### src/hw/dsa_pkg.sv
package dsa_pkg;
  // clock divider and phase lengths, in counts
  localparam int unsigned CLK_DIV        = 4;      // oscillator to count rate
  localparam logic [1:0]  DIV_LAST       = 2'h3;   // last divider state
  localparam logic [11:0] INT_COUNTS     = 12'h3e8; // 1000 counts
  localparam logic [11:0] DEINT_MAX      = 12'h7d0; // 2000 counts
  localparam logic [11:0] CYCLE_COUNTS   = 12'hfa0; // 4000 counts
  localparam logic [11:0] AZ_MIN         = 12'h3de; // 990 counts
  localparam logic [11:0] AZ_OVER        = 12'h064; // 100 counts
  localparam logic [11:0] ZI_NORMAL      = 12'h00a; // 10 counts
  localparam logic [11:0] ZI_OVER        = 12'h384; // 900 counts
  localparam logic [11:0] MAX_READING    = 12'h7cf; // 1999
  localparam logic [15:0] BCD_RESET      = 16'h0000; // counter after reset

  // conversion phases
  typedef enum logic [1:0] {
    DSA_AZ  = 2'b00,
    DSA_INT = 2'b01,
    DSA_DE  = 2'b10,
    DSA_ZI  = 2'b11
  } dsa_phase_e;

  // analog switch controls
  typedef struct packed {
    logic hi_short_lo;   // input high shorted to input low
    logic input_connect; // external inputs routed to integrator
    logic ref_charge;    // reference capacitor across reference
    logic az_loop;       // offset null loop closed
    logic ref_pos;       // reference connected positive
    logic ref_neg;       // reference connected negative
    logic zi_loop;       // comparator fed back to internal high
  } dsa_sw_s;

  // latched reading
  typedef struct packed {
    logic        negative;  // sign of input
    logic        overrange; // deintegration hit limit
    logic [15:0] bcd;       // four bcd digits, top is 0 or 1
  } dsa_read_s;
endpackage

### src/hw/dsa_bcd_counter.sv
`timescale 1ns/1ps
`default_nettype none
module dsa_bcd_counter (
  input  wire logic        i_mclk,  // system clock
  input  wire logic        i_rst,   // async reset, high
  input  wire logic        i_clear, // synchronous clear
  input  wire logic        i_inc,   // count one step
  output logic      [15:0] o_bcd    // bcd digits
);
  import dsa_pkg::*;

  logic [3:0] carry; // carry into each digit

  assign carry[0] = i_inc;

  // digit chain
  genvar g;
  generate
    for (g = 0; g < 4; g++)
    begin : g_dig
      if (g < 3)
      begin : g_c
        assign carry[g+1] = carry[g] & (o_bcd[4*g +: 4] == 4'h9);
      end
      always_ff @(posedge i_mclk or posedge i_rst)
      begin
        if (i_rst)
          o_bcd[4*g +: 4] <= 4'h0;
        else if (i_clear)
          o_bcd[4*g +: 4] <= 4'h0;
        // digit wraps after nine
        else if (carry[g])
          o_bcd[4*g +: 4] <= (o_bcd[4*g +: 4] == 4'h9) ? 4'h0 : o_bcd[4*g +: 4] + 4'h1;
      end
    end
  endgenerate
endmodule
`default_nettype wire

### src/hw/dsa_sequencer.sv
`timescale 1ns/1ps
`default_nettype none
module dsa_sequencer (
  input  wire logic               i_mclk,      // oscillator clock
  input  wire logic               i_rst,       // async reset, high
  input  wire logic               i_comp,      // comparator, high: integrator above zero
  output dsa_pkg::dsa_sw_s        o_sw,        // analog switch controls
  output dsa_pkg::dsa_phase_e     o_phase,     // current phase
  output dsa_pkg::dsa_read_s      o_reading,   // latched reading
  output logic                    o_read_valid // pulse when reading updated
);
  import dsa_pkg::*;

  dsa_phase_e  phase_r;      // phase register
  logic [1:0]  div_r;        // divide by four
  logic        tick;         // count enable
  logic [11:0] len_r;        // binary count in phase
  logic [11:0] de_len_r;     // counts used by deintegrate
  logic        neg_r;        // sampled sign
  logic        over_r;       // overrange of last conversion
  logic        comp_s1_r;    // synchroniser first stage
  logic        comp_s2_r;    // synchronised comparator
  logic        comp_start_r; // comparator level at deintegrate start
  logic [15:0] bcd;          // bcd counter value
  logic        bcd_clr;      // counter clear
  logic        bcd_inc;      // counter step
  logic        crossed;      // zero crossing seen
  logic        de_end;       // deintegrate ends this tick
  logic        az_end;       // auto-zero ends this tick
  logic        zi_end;       // zero integrate ends this tick
  logic [11:0] az_len;       // auto-zero length this cycle

  // comparator comes from the analog side
  always_ff @(posedge i_mclk or posedge i_rst)
  begin
    if (i_rst)
    begin
      comp_s1_r <= 1'b0;
      comp_s2_r <= 1'b0;
    end
    else
    begin
      comp_s1_r <= i_comp;
      comp_s2_r <= comp_s1_r;
    end
  end

  always_ff @(posedge i_mclk or posedge i_rst)
  begin
    if (i_rst)
      div_r <= 2'h0;
    else
      div_r <= div_r + 2'h1;
  end
  assign tick = (div_r == DIV_LAST);

  assign crossed = (comp_s2_r != comp_start_r);
  assign de_end  = crossed || (len_r == DEINT_MAX - 12'h1);
  assign az_len  = over_r ? AZ_OVER : (AZ_MIN + (DEINT_MAX - de_len_r));
  assign az_end  = (len_r == az_len - 12'h1);
  assign zi_end  = (len_r == (over_r ? ZI_OVER : ZI_NORMAL) - 12'h1);

  always_ff @(posedge i_mclk or posedge i_rst)
  begin
    if (i_rst)
      phase_r <= DSA_AZ;
    else if (tick)
    begin
      case (phase_r)
        DSA_AZ:  if (az_end) phase_r <= DSA_INT;
        DSA_INT: if (len_r == INT_COUNTS - 12'h1) phase_r <= DSA_DE;
        DSA_DE:  if (de_end) phase_r <= DSA_ZI;
        DSA_ZI:  if (zi_end) phase_r <= DSA_AZ;
        default: phase_r <= DSA_AZ;
      endcase
    end
  end

  // phase length counter, restarts on each phase change
  always_ff @(posedge i_mclk or posedge i_rst)
  begin
    if (i_rst)
      len_r <= 12'h000;
    else if (tick)
    begin
      if ((phase_r == DSA_AZ && az_end) || (phase_r == DSA_INT && len_r == INT_COUNTS - 12'h1)
          || (phase_r == DSA_DE && de_end) || (phase_r == DSA_ZI && zi_end))
        len_r <= 12'h000;
      else
        len_r <= len_r + 12'h1;
    end
  end

  // clear at end of auto-zero; clear at 1000
  assign bcd_clr = tick && ((phase_r == DSA_AZ && az_end)
                   || (phase_r == DSA_INT && len_r == INT_COUNTS - 12'h1));
  assign bcd_inc = tick && !bcd_clr && (phase_r == DSA_INT || (phase_r == DSA_DE && !crossed));

  dsa_bcd_counter u_bcd (
    .i_mclk  (i_mclk),
    .i_rst   (i_rst),
    .i_clear (bcd_clr),
    .i_inc   (bcd_inc),
    .o_bcd   (bcd)
  );

  // sign sampled at end of integrate
  always_ff @(posedge i_mclk or posedge i_rst)
  begin
    if (i_rst)
    begin
      neg_r        <= 1'b0;
      comp_start_r <= 1'b0;
    end
    else if (tick && phase_r == DSA_INT && len_r == INT_COUNTS - 12'h1)
    begin
      // integrator rises for negative input
      neg_r        <= comp_s2_r;
      comp_start_r <= comp_s2_r;
    end
  end

  // deintegrate length and overrange record
  always_ff @(posedge i_mclk or posedge i_rst)
  begin
    if (i_rst)
    begin
      de_len_r <= DEINT_MAX;
      over_r   <= 1'b0;
    end
    else if (tick && phase_r == DSA_DE && de_end)
    begin
      // crossing tick belongs to the phase, so it is counted too
      de_len_r <= crossed ? len_r + 12'h1 : DEINT_MAX;
      over_r   <= !crossed;
    end
  end

  // latch reading at end of measurement
  always_ff @(posedge i_mclk or posedge i_rst)
  begin
    if (i_rst)
    begin
      o_reading    <= '0;
      o_read_valid <= 1'b0;
    end
    else
    begin
      o_read_valid <= 1'b0;
      if (tick && phase_r == DSA_DE && de_end)
      begin
        // count is the ratio reading, capped at 1999
        o_reading.bcd       <= crossed ? bcd : 16'h1999;
        o_reading.negative  <= neg_r;
        o_reading.overrange <= !crossed;
        o_read_valid        <= 1'b1;
      end
    end
  end

  // switch network per phase
  always_comb
  begin
    o_sw = '0;
    case (phase_r)
      // short input, charge ref, close loop
      DSA_AZ:
      begin
        o_sw.hi_short_lo = 1'b1;
        o_sw.ref_charge  = 1'b1;
        o_sw.az_loop     = 1'b1;
      end
      DSA_INT: o_sw.input_connect = 1'b1;
      DSA_DE:
      begin
        o_sw.ref_pos = neg_r;
        o_sw.ref_neg = !neg_r;
      end
      DSA_ZI:
      begin
        o_sw.zi_loop    = 1'b1;
        o_sw.ref_charge = 1'b1;
      end
      default: o_sw = '0;
    endcase
  end

  assign o_phase = phase_r;
endmodule
`default_nettype wire
### config.mk
export PLATFORM = sky130hd
export DESIGN_NAME = dsa_sequencer
export DESIGN_NICKNAME = d
export VERILOG_FILES = /design/src/hw/dsa_pkg.sv /design/src/hw/dsa_bcd_counter.sv /design/src/hw/dsa_sequencer.sv
export SDC_FILE = /design/constraint.sdc
export NUM_CORES = 1
export LEC_CHECK = 0
export BUFFER_PORTS_ARGS = -buffer_cell sky130_fd_sc_hd__buf_2
export CAP_MARGIN = 20
export CELL_PAD_IN_SITES_DETAIL_PLACEMENT = 2
export CELL_PAD_IN_SITES_GLOBAL_PLACEMENT = 2
export CORE_ASPECT_RATIO = 0.8
export CORE_MARGIN = 2
export CORE_UTILIZATION = 38
export DETAILED_ROUTE_END_ITERATION = 12
export PLACE_DENSITY = 0.9
export SKIP_LAST_GASP = 1
export SLEW_MARGIN = 20
export SYNTH_ARGS = -nofsm -noshare
export SYNTH_HDL_FRONTEND = slang
export SYNTH_SLANG_ARGS = --single-unit
export TNS_END_PERCENT = 1
### constraint.sdc
create_clock -name i_mclk -period 4.4 [get_ports i_mclk]
set_input_delay 0.66 -clock i_mclk [delete_from_list [all_inputs] [get_ports i_mclk]]
set_output_delay 0.66 -clock i_mclk [all_outputs]
set_load 0.05 [all_outputs]
[Word-level counts from Yosys, hierarchy flattened]
Cells that the tools add are included.
W data, S select, Z words.
Word-level totals
  register bits: 66
  bits of input ports: 3
  word-level logic and storage cells: 100
Operators by class
  $add $sub $neg: 10
  equal/unequal tests: 17
  muxes and demuxes: 28
  bitwise operators: 3
  reductions and logical operators: 27
Operator list (count)
  $mux W4: 12
  $mux W12: 3
  $eq A12 B12 Y1: 2
  $add A4 B1 Y4 const B: 4
  $eq A4 B4 Y1 const B: 4
  $mux W16: 1
  $add A10 B12 Y12 const A: 1
  $add A12 B1 Y12 const B: 1
  $eq A12 B10 Y1 const B: 1
  $eq A12 B11 Y1 const B: 1
  $logic_and A1 B1 Y1: 12
  $sub A11 B12 Y12 const A: 1
  $sub A12 B1 Y12 const B: 1
  $sub A10 B1 Y11 const B: 1
  $mux W10: 1
  $mux W2: 5
  $ne A2 B2 Y1 const B: 4
  $pmux W2 S4: 1
  $reduce_bool A2 Y1: 4
  $eq A2 B2 Y1 const B: 3
  $logic_or A1 B1 Y1: 5
  $mux W1: 5
  $reduce_and A5 Y1: 1
  $and A1 B1 Y1: 3
  6 further kinds: 8

[Longest topological paths before layout]
Gate-level depths: netlist (run 1).
  depth in word-level cells: 16
  gate-level depth with buffers: 11
  gate-level depth less buffers: 10

[Modules after synthesis]
A second synthesis (run 1) with hierarchy kept.
Second synthesis, totals
  cells, all modules: 443
  area, all modules: 4216.5 µm²
Modules (own cells, without submodules)
  dsa_sequencer: instances 1, cells each 337, area each 3175.5 µm²
  dsa_bcd_counter: instances 1, cells each 106, area each 1041.0 µm²

[Worst setup path before layout (run 1)]
OpenSTA, ideal clock, no wires.
  path type: reg2reg
  start point: register de_len_r[1]
  end point: register u_bcd.o_bcd[2]
  setup time: 0.126 ns
  arrival: 3.098 ns
  slack: 1.176 ns
  stages on the path, launching flop included: 11
  path buffers: 0
  path through: dfrtp_1 > ha_1 > nand4_1 > a21boi_1 > mux2i_2 > xor2_1 > mux2i_1 > a2111o_1 > o41ai_4 > nor3_1 > a221o_1
On the way
  longest elaborated chain between the ends: 12
  elaborated cells on any way between the ends: 13
Ends and longest elaborated chain
  from (decl): line dsa_sequencer.sv:18  | logic [11:0] de_len_r;
  from (signal assigned): line dsa_sequencer.sv:134  | de_len_r <= crossed ? len_r + 12'h1 : DEINT_MAX;
  $sub A11 B12 Y12 (*): line dsa_sequencer.sv:59  | assign az_len = over_r ? AZ_OVER : (AZ_MIN + (DEINT_MAX - de_len_r));
  $add A10 B12 Y12 (*): line dsa_sequencer.sv:59
  $mux W12 (*): line dsa_sequencer.sv:59
  $sub A12 B1 Y12 (*): line dsa_sequencer.sv:60  | assign az_end = (len_r == az_len - 12'h1);
  $eq A12 B12 Y1 (*): line dsa_sequencer.sv:60
  $logic_and A1 B1 Y1 (*): line dsa_sequencer.sv:95  | assign bcd_clr = tick && ((phase_r == DSA_AZ && az_end)
  $logic_or A1 B1 Y1 (*): line dsa_sequencer.sv:96  | || (phase_r == DSA_INT && len_r == INT_COUNTS - 12'h1));
  $logic_and A1 B1 Y1 (*): line dsa_sequencer.sv:95
  $logic_not A1 Y1: line dsa_sequencer.sv:97  | assign bcd_inc = tick && !bcd_clr && (phase_r == DSA_INT || (phase_r == DSA_DE && !crossed));
  $logic_and A1 B1 Y1 (2 in series): line dsa_sequencer.sv:97
  $reduce_bool A2 Y1 (no source line)
  to (signal, indexed assignment): line dsa_bcd_counter.sv:33  | o_bcd[4*g +: 4] <= (o_bcd[4*g +: 4] == 4'h9) ? 4'h0 : o_bcd[4*g +: 4] + 4'h1;
  to (decl): line dsa_bcd_counter.sv:8  | output logic [15:0] o_bcd
Mark *: on every way between the ends. The rest lies on a longest branch, timed or not.
A chain may end at the register's enable or synchronous reset.

[Final worst setup path (run 1)]
  start point: register de_len_r[1]
  end point: register u_bcd.o_bcd[3]
The elaborated chain is that of the path after synthesis.

==> results of run 1 <==
## sequential cells by signal, summed over array words and instances, names as in the netlist, 2 cells and up
signal and flops:
o_phase 2, len_r 12, o_reading 18, div_r 2, u_bcd.o_bcd 16, de_len_r 12
## worst register-to-register path, delay by kind of cell, from the launching register on
kind / cells / cell delay [ns]
AOI/OAI and AO/OA: 4 / 1.11
adders and majority gates: 1 / 0.33
DFF: 1 / 0.49
muxes: 1 / 0.50
buffers and inverters: 1 / 0.21
and+or+nand+nor: 4 / 1.32
## worst max-delay path by stage
stage                                        from                          to  slack, ns  cells past startpoint
final                     de_len_r[1]$_DFFE_PP0P_  u_bcd.o_bcd[3]$_DFFE_PP0P_       0.38                     11
after global routing      de_len_r[1]$_DFFE_PP0P_  u_bcd.o_bcd[3]$_DFFE_PP0P_       0.06                     11
after CTS                 de_len_r[1]$_DFFE_PP0P_        len_r[1]$_DFFE_PP0N_       0.18                     10
after detailed placement  de_len_r[0]$_DFFE_PP0P_        len_r[1]$_DFFE_PP0N_       0.23                     10
after global placement    de_len_r[1]$_DFFE_PP0P_        len_r[7]$_DFFE_PP0N_       0.59                     10
after floorplan           de_len_r[1]$_DFFE_PP0P_  u_bcd.o_bcd[2]$_DFFE_PP0P_       1.18                     10
## placed cells by master (no fill, tap or decap), types with 3 or more instances in the layout
cell,count
buf_4,9
a22o_1,6
nor2b_1,8
o211ai_1,7
ha_1,15
nand2b_1,3
a211oi_1,4
mux2_2,3
a211o_1,4
xnor2_1,16
or4_1,4
nand3_1,14
a21oi_1,20
nand4_1,15
a31oi_1,5
and3_1,6
inv_1,27
o21ai_1,3
o22ai_1,3
or4b_1,3
xor2_1,8
nor2_1,36
o21ai_0,26
clkbuf_16,9
dfstp_2,6
nand2_1,38
and2_1,6
nor3_1,10
nor4_1,7
a41oi_1,3
mux2i_1,5
o22a_1,7
buf_2,30
dfrtp_1,60
## logic make-up (layout without fill, tap and decap cells)
| group | after synthesis | in the layout | synth area share, % |
|---|---|---|---|
| AO/OA/AOI/OAI | 121 | 121 | 20.8 |
| AND/OR/NAND/NOR | 172 | 172 | 22.5 |
| XOR/XNOR | 25 | 25 | 5.47 |
| buffers and inverters | 52 | 85 | 5.17 |
| flip-flops | 66 | 66 | 39.0 |
| multiplexers | 10 | 10 | 2.64 |
| adder cells (fa/ha/maj) | 15 | 15 | 4.41 |
## cells in the mapped netlist, drive strengths merged, types with 10 or more instances
master	number	area share, %
dfrtp	60	35
nand2	39	3.5
nor2	36	3.2
o21ai	30	3.6
inv	28	2.5
a21oi	21	2.6
xnor2	16	3.3
ha	15	4.4
nand3	15	1.9
nand4	15	2.2
clkbuf	12	1.1
nor3	11	1.4
buf	10	1.5
## stage by stage
stage / worst slack, ns / utilization (%)
floorplan: 1.18 / -
global placement: 0.592 / 41.8
detailed placement: 0.228 / 41.8
CTS: 0.179 / 44.3
global route: 0.0613 / 44.4
finish: 0.377 / 44.4
## power by group through the flow
stage | registers [µW] | clock network (µW) | logic (µW)
2_1_floorplan | 620 | 0 | 10.0
3_3_place_gp | 620 | 0 | 16.3
3_5_place_dp | 620 | 0 | 17.0
4_1_cts | 609 | 690 | 16.8
5_1_grt | 609 | 714 | 18.4
6_report | 609 | 683 | 15.8
## routing by layer
metal / track usage (%) / wire, µm / vias to the layer above
met5: 0 / 0 / -
met4: 8.40 / 355 / 0
met3: 5.09 / 800 / 29
met2: 42.6 / 7260 / 121
met1: 37.1 / 6790 / 2077
li1: - / - / 1757
## area by class of cell
type | instances | area, µm² | area share, %
inverters | 30 | 113 | 2.33
well taps | 144 | 180 | 3.72
flip-flops and latches | 66 | 1660 | 34.3
clock buffers | 10 | 239 | 4.94
repair buffers | 39 | 218 | 4.50
multi-input cells | 343 | 2390 | 49.3
clock inverters | 6 | 42.5 | 0.879
==> flow_metrics.env, run 1 <==
export IMPL_crit_reg2reg_capture="u_bcd.o_bcd[3]$_DFFE_PP0P_"
export IMPL_die_h_um=98.7
export IMPL_synthFlopType="dfrtp_1"
export IMPL_syn_inst=461
export IMPL_post_cts_resize_count=0
export IMPL_post_layout_nonfiller_instances=638
export IMPL_tritoncts="built"
export IMPL_clk_latency_ns=0.34
export IMPL_cts_sink_count=66
export IMPL_routed_wire_length_per_instance_um=23.8
export IMPL_worst_setup_path_start_kind="flop"
export IMPL_slew_violations=0
export IMPL_cpMaxStageDelayCell="mux2i_2"
export IMPL_maximum_fanout_encountered_on_the_critical_timing_path=16
export IMPL_drt_pre_antenna_iters=5
export IMPL_grt_max_degree=39
export IMPL_setup_reg_to_reg_worst_slack_ns=0.38
export IMPL_worstPathArrival_ns=4.29
export IMPL_drive_above_1_share_pct=18.4
export IMPL_worst_hold_path_type="flop to flop"
export IMPL_synth_edf_count=0
export IMPL_finalWorstPathRequiredPeriod_ns=4.02
export IMPL_postSynthNetCount=479
export IMPL_core_um2=10900
export IMPL_cts_max_path_buffers=2
export IMPL_netSwitchingPower_uw=302
export IMPL_cap_viol_max_count=0
export IMPL_totalWireLength_um=15200
export IMPL_critPathCaptureType="flop"
export IMPL_grt_first_pass_wirelength_um=24700
export IMPL_holdPathEnd="comp_s2_r$_DFF_PP0_"
export IMPL_rr_startpoint="de_len_r[1]$_DFFE_PP0P_"
export IMPL_critical_path_most_common_cell="nand4_1"
export IMPL_vias_per_cell=6.24
export IMPL_clock_fmax_ghz=0.249
export IMPL_netSwitchingFraction_pct=23.1
export IMPL_worst_pin_slew_ns=0.879
export IMPL_sequentialPowerShare_pct=46.6
export IMPL_residual_drc=0
export IMPL_finalHoldViolations=0
export IMPL_p_comb_share_pct=1.2
export IMPL_grt_usage_pct=26.9
export IMPL_final_fill_count=1198
export IMPL_antenna_violations_before_repair=0
export IMPL_routed_via_count=3984
export IMPL_worstPathBufferInverterCount=1
export IMPL_setup_violations=0
export IMPL_yosys_cell_types_count=81
export IMPL_setup_worst_path_class="flop to flop"
export IMPL_finalClockSkew_ns=0.00583
export IMPL_routabilityCongestion=0.829
export IMPL_design_die_area_um2=12100
export IMPL_post_route_setup_tns_ns=0
export IMPL_status="finished clean"
export IMPL_grt_pass1_vias=4314
export IMPL_async_flop_share_pct=100
export IMPL_holdBufCountCts=0
export IMPL_timing_critical_path_cells="ha_1 -> nand4_1 -> a21boi_1 -> mux2i_2 -> nand4_1 -> a21oi_1 -> or2_1 -> o41ai_4 -> buf_4 -> nor3_1 -> a221o_1"
export IMPL_crit_path_max_incr_delay_ns=0.50
export IMPL_maximum_resistive_drop_on_vdd_uv=176
export IMPL_clock_power_share_pct=52.2
export IMPL_synth_warning_count=0
export IMPL_final_clock_period_utilization_by_the_worst_path_pct=91.4
export IMPL_synth_area_per_cell_um2=9.24
export IMPL_power_density_nw_per_um2=270
export IMPL_worstHoldStart="comp_s1_r$_DFF_PP0_"
export IMPL_clockRootBuffer="clkbuf_16"
export IMPL_cts_buffers=9
export IMPL_chipWidth_um=122
export IMPL_max_slew_margin_pct=41.3
export IMPL_h_tree_depth=3
export IMPL_cts_repair_timing_setup_buffer_count=0
export IMPL_seq_area_frac_synth_pct=39.0
export IMPL_fp_row_count=34
export IMPL_globalRouteOverflowTotal=0
export IMPL_synth_cell_area_um2=4260
export IMPL_area_growth_pct=13.6
export IMPL_placement_io_buffers=30
export IMPL_drt_iter0_drc=292
export IMPL_total_power_uw=1310
export IMPL_intPower_uw=1010
export IMPL_nets=507
export IMPL_rsz0062_at_grt="no"
export IMPL_path_delay_family="simple AND/OR/NAND/NOR gates"
export IMPL_worstRegToRegCells=11
export IMPL_placed_instances=622
export IMPL_cp_required_ns=4.67
export IMPL_detailed_place_area_um2=4550
export IMPL_path_clk_slew_ns=0.06
export IMPL_yosys_register_bits=66
export IMPL_initial_utilization_pct=39.1
export IMPL_p_leak_uw=0.00206
export IMPL_final_design_area_no_fill_um2=4840
export IMPL_detailedPlacementHpwl_um=10700
export IMPL_hold_depth=0
export IMPL_i_o_pins=31
export IMPL_hold_ws_ns=0.357
export IMPL_diodes=0
export IMPL_postRouteAntennaNets=0
(Power assumes the default switching activity.)
==> run 2: changes to the inputs <==
Clock period 4.4 ns to 4 ns, I/O delays scaled along.
==> flow_metrics.env, run 2 (same netlist as run 1, synthesis figures left out) <==
export IMPL_grt_usage_pct=29.8
export IMPL_maximum_fanout_encountered_on_the_critical_timing_path=13
export IMPL_clk_latency_ns=0.35
export IMPL_routabilityCongestion=0.962
export IMPL_i_o_pins=31
export IMPL_intPower_uw=1290
export IMPL_diodes=0
export IMPL_placed_instances=625
export IMPL_globalRouteOverflowTotal=0
export IMPL_setup_violations=0
export IMPL_drt_pre_antenna_iters=4
export IMPL_finalClockSkew_ns=0.00866
export IMPL_h_tree_depth=3
export IMPL_residual_drc=0
export IMPL_worstPathArrival_ns=4.15
export IMPL_final_clock_period_utilization_by_the_worst_path_pct=96.8
export IMPL_status="finished clean"
export IMPL_nets=511
export IMPL_cts_sink_count=66
export IMPL_slew_violations=0
export IMPL_grt_pass1_vias=4497
export IMPL_postRouteAntennaNets=0
export IMPL_layout_core_utilization_pct=45.8
export IMPL_maximum_resistive_drop_on_vdd_uv=187
export IMPL_number_of_flip_flops_in_the_largest_register=18
export IMPL_initial_utilization_pct=39.1
export IMPL_tritoncts="built"
export IMPL_finalHoldViolations=0
export IMPL_vias_per_cell=6.30
export IMPL_worst_setup_path_start_kind="flop"
export IMPL_final_fill_count=1194
export IMPL_layout_top_registers="o_reading (18), u_bcd.o_bcd (16)"
export IMPL_critPathCaptureType="flop"
export IMPL_max_slew_margin_pct=44.4
export IMPL_mostFrequentLayoutCell="dfrtp_1"
export IMPL_netSwitchingPower_uw=359
export IMPL_worst_hold_path_type="flop to flop"
export IMPL_routed_via_count=4043
export IMPL_hold_ws_ns=0.349
export IMPL_path_clk_slew_ns=0.06
export IMPL_worst_pin_slew_ns=0.833
export IMPL_routed_wire_length_per_instance_um=26.0
export IMPL_p_comb_share_pct=1.1
export IMPL_cts_max_path_buffers=2
export IMPL_drt_iter0_drc=253
export IMPL_placement_io_buffers=30
export IMPL_post_route_setup_tns_ns=0
export IMPL_p_leak_uw=0.00212
export IMPL_grt_first_pass_wirelength_um=27100
export IMPL_clock_power_share_pct=58.2
export IMPL_cts_buffers=9
export IMPL_grt_max_degree=44
export IMPL_design_die_area_um2=12100
export IMPL_post_layout_nonfiller_instances=642
export IMPL_setup_worst_path_class="flop to flop"
export IMPL_holdBufCountCts=0
export IMPL_final_design_area_no_fill_um2=4990
export IMPL_chipWidth_um=122
export IMPL_registers_top_by_ff_count="o_reading"
export IMPL_sequentialPowerShare_pct=40.7
export IMPL_cp_required_ns=4.28
export IMPL_die_h_um=98.7
export IMPL_core_um2=10900
export IMPL_totalWireLength_um=16700
export IMPL_final_cell_mix="dfrtp_1 (60), nand2_1 (38), nor2_1 (36), buf_2 (30), inv_1 (27)"
export IMPL_detailed_place_area_um2=4570
export IMPL_clock_fmax_ghz=0.258
export IMPL_netSwitchingFraction_pct=21.8
export IMPL_drive_above_1_share_pct=19.7
export IMPL_antenna_violations_before_repair=0
export IMPL_detailedPlacementHpwl_um=11000
export IMPL_area_growth_pct=17.2
export IMPL_fp_row_count=34
export IMPL_clockRootBuffer="clkbuf_16"
export IMPL_power_density_nw_per_um2=330
export IMPL_cap_viol_max_count=0
export IMPL_finalWorstPathRequiredPeriod_ns=3.87
run 2: changes by cell type in the layout (fill, tap and decap cells not counted), sizes merged:
cell	before	now
clkinvlp	2	1
bufinv	0	3
clkbuf	10	9
inv	28	29
buf	39	43
clkinv	6	4
run 2: final cells by class:
| type | instances | area, µm² | share of cell area (%) |
|---|---|---|---|
| inverters | 30 | 114 | 2.28 |
| well taps | 144 | 180 | 3.61 |
| clock buffers | 9 | 225 | 4.51 |
| clock inverters | 7 | 124 | 2.48 |
| repair buffers | 43 | 248 | 4.96 |
| multi-input cells | 343 | 2440 | 48.9 |
| flip-flops and latches | 66 | 1660 | 33.2 |
run 2: path summary, 6_finish.rpt:
kind	slack, ns	from	endpoint	cells after the start
max	0.13	de_len_r[0]$_DFFE_PP0P_	u_bcd.o_bcd[4]$_DFFE_PP0P_	11
min	0.35	comp_s1_r$_DFF_PP0_	comp_s2_r$_DFF_PP0_	0
max reg2reg	0.13	de_len_r[0]$_DFFE_PP0P_	u_bcd.o_bcd[4]$_DFFE_PP0P_	11
min reg2reg	0.35	comp_s1_r$_DFF_PP0_	comp_s2_r$_DFF_PP0_	0
max in group asynchronous	2.75	i_rst	u_bcd.o_bcd[9]$_DFFE_PP0P_	3
min in group asynchronous	0.38	i_rst	o_reading[10]$_DFFE_PP0P_	2
run 2: metal layers:
| layer | track usage [%] | up-vias | wire length (µm) |
|---|---|---|---|
| met4 | 10.7 | 0 | 424 |
| met2 | 47.7 | 150 | 8060 |
| met1 | 40.5 | 2103 | 7030 |
| met3 | 5.03 | 38 | 1190 |
| li1 | - | 1752 | - |
| met5 | 0 | - | 0 |
run 2: per-stage QoR:
stage | total power, µW | setup WS (ns)
6_report | 1640 | 0.130
5_1_grt | 1680 | -0.0147
4_1_cts | 1650 | 0.0395
3_5_place_dp | 701 | 0.154
3_3_place_gp | 700 | 0.393
2_1_floorplan | 693 | 0.776
run 2: power by group through the flow:
stage / Sequential (µW) / Combinational (µW) / Clock [µW]
after floorplan: 682 / 11.0 / 0
after global placement: 682 / 18.0 / 0
after detailed placement: 682 / 19.4 / 0
after CTS: 670 / 19.5 / 964
after global routing: 669 / 21.1 / 990
final: 670 / 17.9 / 957
run 2: critical path: stages, from the launching register on:
cell      delay (ns)
dfrtp_1         0.46
ha_1            0.29
and4_2          0.28
o311ai_1        0.45
nor4b_4         0.14
a211oi_1        0.42
mux2i_1         0.45
nand2b_2        0.25
o41ai_4         0.12
buf_4           0.21
or4_1           0.56
a21oi_1         0.15
run 2: repair_timing:
action | CTS | global route
endpoints found under the setup margin | 7 | 30
buffers inserted | 0 | 1
gates resized for setup | 1 | 10
gates cloned | 0 | 0
==> run 3: changes to the inputs <==
Settings changed: PLACE_DENSITY 0.9 to unset, PLACE_DENSITY_LB_ADDON set to 0.1.
==> flow_metrics.env, run 3 (same netlist as run 1, synthesis figures left out) <==
export IMPL_slew_violations=0
export IMPL_path_clk_slew_ns=0.05
export IMPL_finalClockSkew_ns=0.00765
export IMPL_area_growth_pct=15.0
export IMPL_path_delay_family="simple AND/OR/NAND/NOR gates"
export IMPL_routabilityCongestion=0.819
export IMPL_drt_iter0_drc=251
export IMPL_detailedPlacementHpwl_um=10600
export IMPL_core_um2=10900
export IMPL_chipWidth_um=122
export IMPL_drt_pre_antenna_iters=4
export IMPL_layout_top_registers="o_reading (18), u_bcd.o_bcd (16)"
export IMPL_worst_hold_path_type="input pin to async pin"
export IMPL_cpMaxStageDelayCell="or4b_1"
export IMPL_power_density_nw_per_um2=295
export IMPL_placement_io_buffers=30
export IMPL_clockRootBuffer="clkbuf_16"
export IMPL_nets=512
export IMPL_postRouteAntennaNets=0
export IMPL_routed_via_count=3790
export IMPL_vias_per_cell=5.89
export IMPL_antenna_violations_before_repair=0
export IMPL_mostFrequentLayoutCell="dfrtp_1"
export IMPL_setup_slack_ns=0.131
export IMPL_setup_violations=0
export IMPL_maximum_resistive_drop_on_vdd_uv=154
export IMPL_h_tree_depth=3
export IMPL_final_clock_period_utilization_by_the_worst_path_pct=96.7
export IMPL_p_leak_uw=0.00208
export IMPL_diodes=0
export IMPL_clk_latency_ns=0.34
export IMPL_totalWireLength_um=14400
export IMPL_detailed_place_area_um2=4570
export IMPL_cts_buffers=9
export IMPL_grt_pass1_vias=4045
export IMPL_worstPathArrival_ns=4.12
export IMPL_drive_above_1_share_pct=18.8
export IMPL_maximum_fanout_encountered_on_the_critical_timing_path=13
export IMPL_detailedPlace_worstSlack_ns=0.216
export IMPL_worst_pin_slew_ns=0.643
export IMPL_fp_row_count=34
export IMPL_crit_path_max_incr_delay_ns=0.52
export IMPL_grt_first_pass_wirelength_um=23100
export IMPL_max_slew_margin_pct=57.0
export IMPL_hold_ws_ns=0.312
export IMPL_registers_top_by_ff_count="o_reading"
export IMPL_tritoncts="built"
export IMPL_globalRouteOverflowTotal=0
export IMPL_cts_max_path_buffers=2
export IMPL_worst_setup_path_start_kind="flop"
export IMPL_final_design_area_no_fill_um2=4900
export IMPL_final_cell_mix="dfrtp_1 (60), nand2_1 (38), nor2_1 (36), buf_2 (30), inv_1 (27)"
export IMPL_finalHoldViolations=0
export IMPL_clock_fmax_ghz=0.258
export IMPL_residual_drc=0
export IMPL_cp_required_ns=4.25
export IMPL_critical_path_most_common_cell="buf_4"
export IMPL_grt_max_degree=42
export IMPL_finalWorstPathRequiredPeriod_ns=3.87
export IMPL_cts_sink_count=66
export IMPL_cap_viol_max_count=0
export IMPL_initial_utilization_pct=39.1
export IMPL_critPathCaptureType="flop"
export IMPL_status="finished clean"
export IMPL_die_h_um=98.7
export IMPL_timing_critical_path_cells="ha_1 -> and4_2 -> o311ai_1 -> nor4b_4 -> buf_4 -> buf_4 -> a211oi_1 -> mux2i_1 -> nand2b_2 -> o41ai_4 -> buf_4 -> or4b_1 -> a21oi_1"
export IMPL_design_die_area_um2=12100
export IMPL_number_of_flip_flops_in_the_largest_register=18
export IMPL_setup_worst_path_class="flop to flop"
export IMPL_worstPathBufferInverterCount=3
export IMPL_routed_wire_length_per_instance_um=22.4
export IMPL_i_o_pins=31
export IMPL_grt_usage_pct=25.3
run 3: cell types whose count changed in the layout (fill, tap and decap cells not counted), moves of 2 or more:
cell and delta:
bufinv_16 -3, clkbuf_1 +3, clkbuf_8 +2, inv_6 -2
run 3: metrics by stage:
stage | power [µW] | TNS (ns) | cells | util, %
after floorplan | 693 | 0 | 461 | -
final | 1450 | 0 | 643 | 45.0
after global placement | 700 | 0 | 625 | 42.0
after detailed placement | 700 | 0 | 625 | 42.0
after global routing | 1490 | -0.292 | 643 | 45.0
after CTS | 1460 | 0 | 641 | 44.5
run 3: area by class of cell:
| cell class | count | area (µm²) |
|---|---|---|
| fill | 1201 | 5990 |
| multi-input combinational | 343 | 2410 |
| sequential | 66 | 1660 |
| clock buffer | 14 | 264 |
| timing repair buffer | 44 | 255 |
| tap | 144 | 180 |
| inverter | 30 | 113 |
| clock inverter | 2 | 12.5 |
run 3: final timing paths:
kind                                               to               startpoint  slack [ns]  cells after the start
min                          o_reading[8]$_DFFE_PP0P_                    i_rst        0.31                      2
max reg2reg                u_bcd.o_bcd[9]$_DFFE_PP0P_  de_len_r[1]$_DFFE_PP0P_        0.13                     13
min reg2reg                       comp_s2_r$_DFF_PP0_      comp_s1_r$_DFF_PP0_        0.35                      0
max in group asynchronous        len_r[4]$_DFFE_PP0N_                    i_rst        2.69                      3
min in group i_mclk               comp_s2_r$_DFF_PP0_      comp_s1_r$_DFF_PP0_        0.35                      0
max                        u_bcd.o_bcd[9]$_DFFE_PP0P_  de_len_r[1]$_DFFE_PP0P_        0.13                     13
run 3: report_power, final:
| part | internal, µW | switching [µW] | leakage (µW) | total [µW] |
|---|---|---|---|---|
| clock | 453 | 305 | 0.000133 | 759 |
| combinational | 2.13 | 15.4 | 0.00107 | 17.5 |
| sequential | 669 | 0.685 | 0.000881 | 670 |
run 3: metal layers:
metal | GRT usage (%) | vias up | share of wire (%)
met5 | 0 | - | 0
li1 | - | 1756 | -
met2 | 38.1 | 65 | 45
met3 | 4.17 | 10 | 4.2
met4 | 5.04 | 0 | 0.80
met1 | 38.2 | 1959 | 50
run 3: what timing repair did:
action,4_1_cts,5_1_grt
setup buffers,0,2
endpoints found under the setup margin,0,17
endpoints found under the hold margin,0,0
gates resized for setup,0,6
hold buffers,0,0
